### config.mk
export PLATFORM = sky130hd
export DESIGN_NAME = indirect_address_mapper
export DESIGN_NICKNAME = d
export VERILOG_FILES = /design/src/rtl/linear_translator.v /design/src/rtl/indirect_address_mapper.v
export VERILOG_INCLUDE_DIRS = /design/src /design/src/shared
export SDC_FILE = /design/constraint.sdc
export NUM_CORES = 1
export LEC_CHECK = 0
export ABC_AREA = 1
export BUFFER_PORTS_ARGS = -buffer_cell sky130_fd_sc_hd__buf_2
export CAP_MARGIN = 15
export CORE_ASPECT_RATIO = 1.1
export CORE_UTILIZATION = 54
export CTS_BUF_LIST = sky130_fd_sc_hd__clkbuf_8
export CTS_CLUSTER_DIAMETER = 60
export DETAILED_ROUTE_END_ITERATION = 12
export GPL_TIMING_DRIVEN = 0
export PLACE_DENSITY = 0.82
export RECOVER_POWER = 25
export SLEW_MARGIN = 10
export SYNTH_ARGS = -nofsm -noshare
export SYNTH_HDL_FRONTEND = slang
export SYNTH_HIERARCHICAL = 1
export SYNTH_SLANG_ARGS = --single-unit
### constraint.sdc
create_clock -name CLK_I -period 4.05 [get_ports CLK_I]
set_clock_uncertainty 0.1 [all_clocks]
set_input_delay 1.0125 -clock CLK_I [delete_from_list [all_inputs] [get_ports CLK_I]]
set_output_delay 1.0125 -clock CLK_I [all_outputs]
set_load 0.01 [all_outputs]
### src/shared/indirect_address_mapper_consts.vh
// Purpose: Shared constants for the indirect address mapper.
// Assumes: Included by its bare name from the rtl files.
// Notes: Definitions only, guarded against double inclusion.
`ifndef INDIRECT_ADDRESS_MAPPER_CONSTS_VH
`define INDIRECT_ADDRESS_MAPPER_CONSTS_VH

// Pointer region bounds
`define IAM_TRAD_LAST 16'h0FFF
`define IAM_LIN_BASE 16'h2000
`define IAM_LIN_LAST 16'h29AF
// Pointer bit that selects program flash
`define IAM_FLASH_BIT 15
// Linear region layout: RAM block size, block start in a bank, bank shift
`define IAM_GPR_BLOCK 12'h050
`define IAM_GPR_START 12'h020
`define IAM_BANK_SHIFT 7
// Bank offsets below this value are the data ports themselves
`define IAM_PORT_COUNT 7'h02
// Value returned where nothing is read
`define IAM_ZERO 8'h00
// Core clocks per instruction cycle
`define IAM_INSTR_CLKS 4

`endif

### src/rtl/linear_translator.v
// Purpose: Translate a linear-region pointer into a banked data address.
// Assumes: Pointer already known to lie inside the linear region.
// Notes: Pure combinational; division is by a constant, so it folds.
`timescale 1ns/1ps
`include "indirect_address_mapper_consts.vh"

module linear_translator (
    // Linear pointer in
    input wire [15:0] lin_ptr_i,
    // Banked data address out
    output wire [11:0] bank_addr_o
);

    wire [11:0] offset; // Distance from the region base
    wire [11:0] bank; // Bank number, quotient
    wire [11:0] remain; // Byte within the bank block
    wire [15:0] diff; // Full-width subtraction

    ////////////////////////////////////////////////////////////////////////
    // subtract, divide, add
    assign diff = lin_ptr_i - `IAM_LIN_BASE;
    assign offset = diff[11:0];
    assign bank = offset / `IAM_GPR_BLOCK;
    assign remain = offset % `IAM_GPR_BLOCK;
    // next bank block
    // Remainder never reaches the common bytes, so they stay unreachable
    assign bank_addr_o = (bank << `IAM_BANK_SHIFT) + `IAM_GPR_START + remain;

endmodule

### src/rtl/indirect_address_mapper.v
// Purpose: Route indirect data port accesses to RAM or program flash.
// Assumes: Core, RAM and flash share CLK_I; RAM and flash answer
//          in the cycle after their read strobe.
// Notes: One access at a time; requests while busy are ignored.
`timescale 1ns/1ps
`include "indirect_address_mapper_consts.vh"

module indirect_address_mapper #(
    parameter INSTR_CLKS = `IAM_INSTR_CLKS, // Clocks in one instruction cycle
    parameter CNT_W = 8 // Width of the extra-cycle counter
) (
    // Clock and reset
    input wire CLK_I,
    input wire SRST_I,
    // Core request side
    input wire [7:0] PTR_HIGH_I,
    input wire [7:0] PTR_LOW_I,
    input wire ACCESS_RD_I,
    input wire ACCESS_WR_I,
    input wire [7:0] WR_DATA_I,
    // Core answer side
    output reg [7:0] RD_DATA_O,
    output reg DONE_O,
    output wire BUSY_O,
    output wire STALL_O,
    // Data RAM side
    output reg [11:0] RAM_ADDR_O,
    output reg RAM_RD_O,
    output reg RAM_WR_O,
    output reg [7:0] RAM_WDATA_O,
    input wire [7:0] RAM_RDATA_I,
    // Program flash side
    output reg [14:0] FLASH_ADDR_O,
    output reg FLASH_RD_O,
    input wire [13:0] FLASH_RDATA_I
);

    // Sequencer states
    localparam ST_IDLE = 2'b00;
    localparam ST_ACCESS = 2'b01;
    localparam ST_CAPTURE = 2'b10;
    localparam ST_EXTRA = 2'b11;

    // Region codes of the decoded pointer
    localparam RG_RAM = 2'b00;
    localparam RG_FLASH = 2'b01;
    localparam RG_NONE = 2'b10;

    wire [15:0] pointer; // Full pointer value
    wire [11:0] lin_addr; // Linear region translated address
    wire req; // Any access request
    reg [1:0] region; // Region of the current pointer
    reg [11:0] ram_addr; // RAM address for the pointer
    reg port_self; // Pointer names a data port itself

    reg [1:0] state_ff, nxt_state; // Sequencer state
    reg [1:0] rg_ff, nxt_rg; // Region of the access in flight
    reg wr_ff, nxt_wr; // Access in flight is a write
    reg [CNT_W-1:0] cnt_ff, nxt_cnt; // Extra-cycle countdown
    reg [11:0] nxt_ram_addr; // Next RAM address output
    reg nxt_ram_rd, nxt_ram_wr; // Next RAM strobes
    reg [7:0] nxt_wdata; // Next RAM write data
    reg [14:0] nxt_flash_addr; // Next flash address output
    reg nxt_flash_rd; // Next flash strobe
    reg [7:0] nxt_rd_data; // Next read data
    reg nxt_done; // Next done pulse

    ////////////////////////////////////////////////////////////////////////
    // Pointer assembly and decode

    assign pointer = {PTR_HIGH_I, PTR_LOW_I};
    assign req = ACCESS_RD_I | ACCESS_WR_I;

    // Linear translation kept in its own module for clarity
    linear_translator u_lin (
        .lin_ptr_i(pointer),
        .bank_addr_o(lin_addr)
    );

    // Region decode, checked from the top bit downward
    always @* begin
        region = RG_NONE;
        ram_addr = 12'h000;
        port_self = 1'b0;
        if (pointer[`IAM_FLASH_BIT]) begin
            region = RG_FLASH;
        end else if (pointer <= `IAM_TRAD_LAST) begin
            region = RG_RAM;
            ram_addr = pointer[11:0];
            port_self = (pointer[6:0] < `IAM_PORT_COUNT);
        end else if (pointer >= `IAM_LIN_BASE && pointer <= `IAM_LIN_LAST) begin
            region = RG_RAM;
            ram_addr = lin_addr;
        end else begin
            region = RG_NONE;
        end
        // Self-addressed port behaves like empty memory
        if (port_self) begin
            region = RG_NONE;
        end
    end

    ////////////////////////////////////////////////////////////////////////
    // Sequencer next-state logic

    // Busy whenever an access is in flight; new requests are ignored until idle
    assign BUSY_O = (state_ff != ST_IDLE);
    // Stall marks every busy cycle of a flash access, ST_ACCESS through ST_EXTRA
    assign STALL_O = (state_ff != ST_IDLE) && (rg_ff == RG_FLASH);

    always @* begin
        nxt_state = state_ff;
        nxt_rg = rg_ff;
        nxt_wr = wr_ff;
        nxt_cnt = cnt_ff;
        nxt_ram_addr = RAM_ADDR_O;
        nxt_ram_rd = 1'b0;
        nxt_ram_wr = 1'b0;
        nxt_wdata = RAM_WDATA_O;
        nxt_flash_addr = FLASH_ADDR_O;
        nxt_flash_rd = 1'b0;
        nxt_rd_data = RD_DATA_O;
        nxt_done = 1'b0;
        case (state_ff)
            ST_IDLE: begin
                // Take a request; a write wins if both strobes arrive
                if (req) begin
                    nxt_state = ST_ACCESS;
                    nxt_rg = region;
                    nxt_wr = ACCESS_WR_I;
                    if (region == RG_RAM) begin
                        nxt_ram_addr = ram_addr;
                        nxt_ram_rd = ~ACCESS_WR_I;
                        nxt_ram_wr = ACCESS_WR_I;
                        nxt_wdata = WR_DATA_I;
                    end else if (region == RG_FLASH) begin
                        nxt_flash_addr = pointer[14:0];
                        nxt_flash_rd = ~ACCESS_WR_I;
                    end
                end
            end
            ST_ACCESS: begin
                // Strobes are out this cycle; answer comes next cycle
                nxt_state = ST_CAPTURE;
            end
            ST_CAPTURE: begin
                // Capture the answer of the addressed store
                if (!wr_ff) begin
                    case (rg_ff)
                        RG_RAM: begin
                            nxt_rd_data = RAM_RDATA_I;
                        end
                        RG_FLASH: begin
                            nxt_rd_data = FLASH_RDATA_I[7:0];
                        end
                        default: begin
                            nxt_rd_data = `IAM_ZERO;
                        end
                    endcase
                end
                if (rg_ff == RG_FLASH) begin
                    nxt_state = ST_EXTRA;
                    nxt_cnt = INSTR_CLKS[CNT_W-1:0] - {{(CNT_W-1){1'b0}}, 1'b1};
                end else begin
                    nxt_state = ST_IDLE;
                    nxt_done = 1'b1;
                end
            end
            ST_EXTRA: begin
                if (cnt_ff == {CNT_W{1'b0}}) begin
                    nxt_state = ST_IDLE;
                    nxt_done = 1'b1;
                end else begin
                    nxt_cnt = cnt_ff - {{(CNT_W-1){1'b0}}, 1'b1};
                end
            end
            default: begin
                // Unreachable codes fall back to idle
                nxt_state = ST_IDLE;
            end
        endcase
    end

    ////////////////////////////////////////////////////////////////////////
    // Registers

    // All state and outputs clear on synchronous reset, except rg_ff, which loads RG_NONE
    always @(posedge CLK_I) begin
        if (SRST_I) begin
            state_ff <= ST_IDLE;
            rg_ff <= RG_NONE;
            wr_ff <= 1'b0;
            cnt_ff <= {CNT_W{1'b0}};
            RAM_ADDR_O <= 12'h000;
            RAM_RD_O <= 1'b0;
            RAM_WR_O <= 1'b0;
            RAM_WDATA_O <= 8'h00;
            FLASH_ADDR_O <= 15'h0000;
            FLASH_RD_O <= 1'b0;
            RD_DATA_O <= 8'h00;
            DONE_O <= 1'b0;
        end else begin
            state_ff <= nxt_state;
            rg_ff <= nxt_rg;
            wr_ff <= nxt_wr;
            cnt_ff <= nxt_cnt;
            RAM_ADDR_O <= nxt_ram_addr;
            RAM_RD_O <= nxt_ram_rd;
            RAM_WR_O <= nxt_ram_wr;
            RAM_WDATA_O <= nxt_wdata;
            FLASH_ADDR_O <= nxt_flash_addr;
            FLASH_RD_O <= nxt_flash_rd;
            RD_DATA_O <= nxt_rd_data;
            DONE_O <= nxt_done;
        end
    end

endmodule

# --- After elaboration in Yosys (flattened, before gate mapping) ---
# Cells that the tools add are included.
totals:
  reg_bits: 60
  in_bits: 50
  word_cells: 74
op_classes:
  addsub: 4
  div_mod_pow: 2
  magnitude_cmp: 4
  n_eq_ne: 9
  n_mux: 20
  n_bitwise: 7
  n_reduce_logical: 16
op_table:
  columns: ["cell", "count"]
  rows:
  - ["two-way mux 12 bit", 3]
  - ["one-hot mux 8 bit (2 select lines)", 2]
  - ["greater-or-equal comparator 16 x 14 -> 1 bit (second input constant)", 1]
  - ["<= comparator 16 x 12 -> 1 bit (second input constant)", 1]
  - ["<= comparator 16 x 14 -> 1 bit (second input constant)", 1]
  - ["two-way mux 8 bit", 2]
  - ["two-way mux 2 bit", 7]
  - ["adder 12 bit", 1]
  - ["adder 12 x 6 -> 12 bit (second input constant)", 1]
  - ["divider 12 x 7 -> 12 bit (second input constant)", 1]
  - ["remainder unit 12 x 7 -> 12 bit (second input constant)", 1]
  - ["subtractor 12 x 1 -> 12 bit (second input constant)", 1]
  - ["zero test 8 bit", 1]
  - ["!= test 2 bit (second input constant)", 4]
  - ["one-hot mux 2 bit (4 select lines)", 1]
  - ["subtractor 8 x 1 -> 8 bit (second input constant)", 1]
  - ["less-than comparator 7 x 2 -> 1 bit (second input constant)", 1]
  - ["== test 2 x 1 -> 1 bit (second input constant)", 3]
  - ["zero test 2 bit", 3]
  - ["NOT 1 bit", 6]
  - ["AND reduction 2 bit", 3]
  - ["AND reduction 3 bit", 2]
  - ["OR reduction 5 bit", 1]
  - ["== test 2 bit (second input constant)", 2]
  - ["7 further kinds", 12]

# --- Logic depth before layout (Yosys ltp) ---
logic_depth:
  word_depth: 9
  ltp_mapped: 37

# --- Hierarchy ---
# The synthesis kept the hierarchy.
by_module_without_submodules:
  columns: ["module", "n_inst", "cells_each", "area_per_inst_um2", "seq_area_each_um2"]
  rows:
  - ["indirect_address_mapper", 1, 415, 2825.2, 1201.2]
  - ["linear_translator", 1, 125, 769.5, 0.0]

# --- Worst setup path after synthesis ---
# Ideal clock, no wire load.
synth_path:
  kind: "input-to-reg"
  startpoint: "input port PTR_HIGH_I[2]"
  endpoint: "register RAM_ADDR_O[11]"
  setup_ps: 64
  arrival_ps: 3629
  required_ps: 3886
  path_slack_ps: 257
  cell_stages: 34
  n_path_buf: 0
  path_cell_list: "a21o_2 -> nand2_4 -> nand3_2 -> nand3_2 -> nand2_2 -> nand2_2 -> nand2_4 -> nand2_4 -> nand2_2 -> nand2_2 -> inv_2 -> nand2_4 -> nand3_2 -> nand2_1 -> nand3_2 -> nand2_4 -> nand2_2 -> nand2_2 -> nand2_1 -> nand2_1 -> nand2_2 -> nand2_2 -> inv_2 -> ha_1 -> nand3_1 -> nand2_1 -> nand2_1 -> nand2_1 -> a21oi_1 -> xnor2_1 -> nand3_1 -> nand2_1 -> nor2_1 -> nor2_1"
synth_rtl:
  columns: ["item", "line", "rtl"]
  rows:
  - ["from (decl)", "indirect_address_mapper.v:16", "input wire [7:0] PTR_HIGH_I,"]
  - ["subtractor 12 x 1 -> 12 bit (no line) (*)", null, null]
  - ["divider 12 x 7 -> 12 bit (no line)", null, null]
  - ["adder 12 x 6 -> 12 bit (no line)", null, null]
  - ["adder 12 bit (*)", "linear_translator.v:27", "assign bank_addr_o = (bank << `IAM_BANK_SHIFT) + `IAM_GPR_START + remain;"]
  - ["net lin_addr[11]", "indirect_address_mapper.v:50", "wire [11:0] lin_addr;"]
  - ["two-way mux 12 bit (*)", "indirect_address_mapper.v:91", "end else if (pointer >= `IAM_LIN_BASE && pointer <= `IAM_LIN_LAST) begin"]
  - ["two-way mux 12 bit (*)", "indirect_address_mapper.v:87", "end else if (pointer <= `IAM_TRAD_LAST) begin"]
  - ["two-way mux 12 bit (*)", "indirect_address_mapper.v:85", "if (pointer[`IAM_FLASH_BIT]) begin"]
  - ["to (signal assigned)", "indirect_address_mapper.v:207", "RAM_ADDR_O <= nxt_ram_addr;"]
  - ["to (decl)", "indirect_address_mapper.v:27", "output reg [11:0] RAM_ADDR_O,"]
# Mark *: on every way through the listed nets, which the timed path passes. The rest lies on a longest branch.
# A chain may end at the register's enable or synchronous reset.

# --- Final worst setup path ---
# Ends and elaborated chain as after synthesis.

==> reports/results.md <==
| Metric | Reported | Unit |
|---|---|---|
| Kind of start point of the critical path | primary input | - |
| Fraction of synthesized cell area taken by the top area cell type | 33.4 | % |
| GR Util All Layers | 25.3 | % |
| Chip Width | 79.8 | µm |
| Number of flops mapped to enable cells by yosys | 0 | - |
| Fmax | 262 | MHz |
| Synth top area cells | sky130_fd_sc_hd__dfxtp_1 (33%), sky130_fd_sc_hd__nand2_1 (15%), sky130_fd_sc_hd__nand3_1 (6.8%) | - |
| Most frequent standard cell in the layout excluding fill and tap cells | sky130_fd_sc_hd__nand2_1 | - |
| Seq/Total Area, Yosys | 33.4 | % |
| Total of warnings raised by yosys | 6 | - |
| Synth Cell Area | 0.00359 | mm² |
| Critical-path top delay cell | sky130_fd_sc_hd__a21o_1 | - |
| Last weighted congestion value of the routability-driven placer | 0.865 | - |
| Top fanout value on the critical path | 7 | - |
| Core outline area | 0.00631 | mm² |
| Layout cells sized above 1 | 26.0 | % |
| Starting density of the core | 57.0 | % |
| Synth unique cells | 37 | - |
| Number of placed instances, taps included | 713 | - |
| Depth of the worst hold-timing path | 2 | - |
| Register bit count reported by yosys | 60 | - |
| TritonCTS clock tree | yes | - |
| Sinks on the clock net | 60 | - |
| Worst-case vdd ir drop | 0.265 | mV |
| Total DRC errors in the routed layout | 0 | - |
| Max Root-Sink Buffers | 2 | - |
| Crit path buf inv count | 5 | - |
| Final Critical Period | 3.82 | ns |
| # setup viols final | 0 | - |
| Path category of the worst min-delay check | flip-flop to flip-flop | - |
| Post-detailed-route wirelength per cell | 12.3 | µm |
| Outcome | complete, no violations | - |
| Worst path depth | 32 | - |
| Number of global-route vias before repair | 3,219 | - |
| Synthesis-to-layout area growth | 26.8 | % |
| Final wirelength | 8.98 | mm |
| Vert. Die Dim | 87.6 | µm |
| Final instance count without filler cells | 733 | - |
| Final hold violation count | 0 | - |
| Worst-case headroom to the max-slew limit | 47.7 | % |
| Site row count | 30 | - |
| Via Count | 3,717 | - |
| Post-DRT Antenna Nets | 0 | - |
| CP Capture Type | flip-flop | - |
| First-pass GRT wire length | 13.8 | mm |
| Vias/cell | 5.07 | - |
| Starting DRC count in detailed routing | 139 | - |
| Placed instance area | 0.00416 | mm² |
| Overall die area | 0.00699 | mm² |
| Slew @ Worst Pin | 0.777 | ns |
| Iteration count of the initial detailed-routing pass | 5 | - |
| Power density over the cells | 430 | mW/mm² |
| Cell type contributing the most total cell area after synthesis | sky130_fd_sc_hd__dfxtp_1 | - |
| Leading cell types in the layout, fill and taps excluded | sky130_fd_sc_hd__nand2_1 (141), sky130_fd_sc_hd__buf_2 (76), sky130_fd_sc_hd__inv_1 (61) | - |
| Leading register cell type out of synthesis | sky130_fd_sc_hd__dfxtp_1 | - |
| Quantity of I/O buffers inserted on ports | 90 | - |
| Mean instance size in the synthesized netlist | 6.66 | µm² |
| Async set-or-reset flop fraction in the synthesized netlist | 0 | % |
| Clock-pin slew on the worst setup and hold paths | 0.07 | ns |
| Clock insertion delay at the later pin of the skew report | 0.33 | ns |
| Number of standard cells after synthesis | 540 | - |
| Cell depth of the worst flop-to-flop path | 7 | - |
| Final hold slack | 0.358 | ns |
| Ant diodes | 0 | - |
| Dominant delay contributor by cell family on the critical path | simple AND/OR/NAND/NOR gates | - |
| Critical path's largest stage delay | 0.19 | ns |
| Final instance area | 0.00456 | mm² |
| Placed wire-length estimate | 6.56 | mm |
| Initial antenna violation count | 0 | - |
| Cell type with the highest occurrence count on the critical path | sky130_fd_sc_hd__nand2_2 | - |
| Data required time at the worst endpoint | 4.22 | ns |
| Leak pwr | 2.31 | nW |
| Depth of the CTS H-tree | 3 | - |
| Number of I/O pins | 99 | - |
| Max-cap check violation count | 0 | - |
| Total gr overflow | 0 | - |
| Final core utilization | 72.3 | % |
| Maximum number of pins on one net before global-route repair | 12 | - |
| Filler instances | 542 | - |
| Post-route fraction of the period consumed by the critical path | 94.4 | % |
| Arrival time reported for the critical path endpoint | 3.99 | ns |
| CP Class | primary input to flip-flop | - |
| Final-stage net count | 705 | - |
| Final slew viol count | 0 | - |
| CTS root buffer | sky130_fd_sc_hd__clkbuf_8 | - |
| Number of CTS-inserted buffers | 9 | - |
cells in the mapped netlist (2+ instances only):
master	n
sky130_fd_sc_hd__o21ai_0	15
sky130_fd_sc_hd__nand3_1	49
sky130_fd_sc_hd__dfxtp_1	60
sky130_fd_sc_hd__clkbuf_1	9
sky130_fd_sc_hd__a31oi_1	3
sky130_fd_sc_hd__o21a_1	5
sky130_fd_sc_hd__nand3_4	3
sky130_fd_sc_hd__nor2_4	4
sky130_fd_sc_hd__nor2_1	56
sky130_fd_sc_hd__a21oi_1	35
sky130_fd_sc_hd__buf_2	4
sky130_fd_sc_hd__inv_1	61
sky130_fd_sc_hd__nand2_2	14
sky130_fd_sc_hd__nand3_2	8
sky130_fd_sc_hd__xor2_1	6
sky130_fd_sc_hd__nand2_4	7
sky130_fd_sc_hd__o21ai_2	2
sky130_fd_sc_hd__nand2_1	145
sky130_fd_sc_hd__nor3_1	3
sky130_fd_sc_hd__inv_2	8
sky130_fd_sc_hd__buf_4	6
sky130_fd_sc_hd__nor2_2	2
sky130_fd_sc_hd__ha_1	7
sky130_fd_sc_hd__o21ai_1	3
sky130_fd_sc_hd__buf_6	3
sky130_fd_sc_hd__nand4_1	11
logic make-up (layout without fill, tap and decap cells):
| kind of cell | count (synthesis) | count (layout) | synth area share, % |
|---|---|---|---|
| XOR/XNOR | 7 | 7 | 1.71 |
| AND/OR/NAND/NOR | 305 | 305 | 40.7 |
| other | 1 | 4 | 0.104 |
| flip-flops | 60 | 60 | 33.4 |
| AO/OA/AOI/OAI | 68 | 68 | 10.5 |
| buffers and inverters | 92 | 202 | 11.1 |
| adder cells (fa/ha/maj) | 7 | 7 | 2.44 |
metal layers:
| metal | share of wire [%] | wire length, µm | global-route usage (%) | vias to the layer above |
|---|---|---|---|---|
| met5 | 0 | 0 | 0 | - |
| met4 | 1.4 | 123 | 8.60 | 0 |
| met3 | 5.9 | 528 | 6.35 | 10 |
| met2 | 53 | 4730 | 45.2 | 103 |
| met1 | 40 | 3600 | 29.5 | 1675 |
| li1 | - | - | - | 1929 |
worst paths after layout:
check / startpoint / endpoint / slack (ns)
setup reg to reg: state_ff[1]$_SDFFE_PP0P_ / FLASH_ADDR_O[6]$_SDFFE_PP0P_ / 2.07
setup / recovery: PTR_HIGH_I[2] / RAM_ADDR_O[11]$_SDFFE_PP0P_ / 0.23
hold reg to reg: FLASH_ADDR_O[5]$_SDFFE_PP0P_ / FLASH_ADDR_O[5]$_SDFFE_PP0P_ / 0.36
hold / removal: FLASH_ADDR_O[5]$_SDFFE_PP0P_ / FLASH_ADDR_O[5]$_SDFFE_PP0P_ / 0.36
flip-flops by register name, indices dropped and copies added (netlist names):
signal and count:
RAM_RD_O 1, rg_ff 2, wr_ff 1, FLASH_ADDR_O 15, FLASH_RD_O 1, RAM_WR_O 1, RAM_WDATA_O 8, cnt_ff 8
RAM_ADDR_O 12, DONE_O 1, state_ff 2, RD_DATA_O 8
worst reg2reg max path: cells and delay by family (launching register included):
| kind | cells | cell delay [ns] |
|---|---|---|
| buffers and inverters | 2 | 0.53 |
| and+or+nand+nor | 3 | 0.43 |
| AOI/OAI and AO/OA | 2 | 0.42 |
| DFF | 1 | 0.41 |
report_power, final:
| part | switching (W) | internal (W) | total (W) |
|---|---|---|---|
| sequential | 0.0000308 | 0.000645 | 0.000676 |
| combinational | 0.000390 | 0.000247 | 0.000637 |
| clock | 0.000240 | 0.000408 | 0.000647 |
| total | 0.000660 | 0.00130 | 0.00196 |
repair_timing:
| item | in CTS | in global routing |
|---|---|---|
| hold buffers | 0 | 0 |
| resized for setup | 0 | 39 |
| setup endpoints to repair | 0 | 2 |
| setup buffers | 0 | 4 |
cell type report:
type / instances / area [µm²] / share of cell area (%)
timing repair buffer: 94 / 494 / 10.8
tap: 80 / 100 / 2.20
clock inverter: 7 / 115 / 2.52
clock buffer: 9 / 124 / 2.72
multi-input combinational: 391 / 2120 / 46.6
sequential: 60 / 1200 / 26.3
inverter: 70 / 270 / 5.93
buffer: 22 / 131 / 2.88
per-stage QoR:
stage	setup slack, ns	total power, W	setup TNS, ns
finish	0.228	0.00196	0
global route	-0.0639	0.00209	-0.0639
CTS	0.0522	0.00191	0
detailed placement	-0.295	0.00126	-0.396
global placement	-0.204	0.00124	-0.233
floorplan	0.257	0.00111	0
Power figures use the tool's default switching activity.
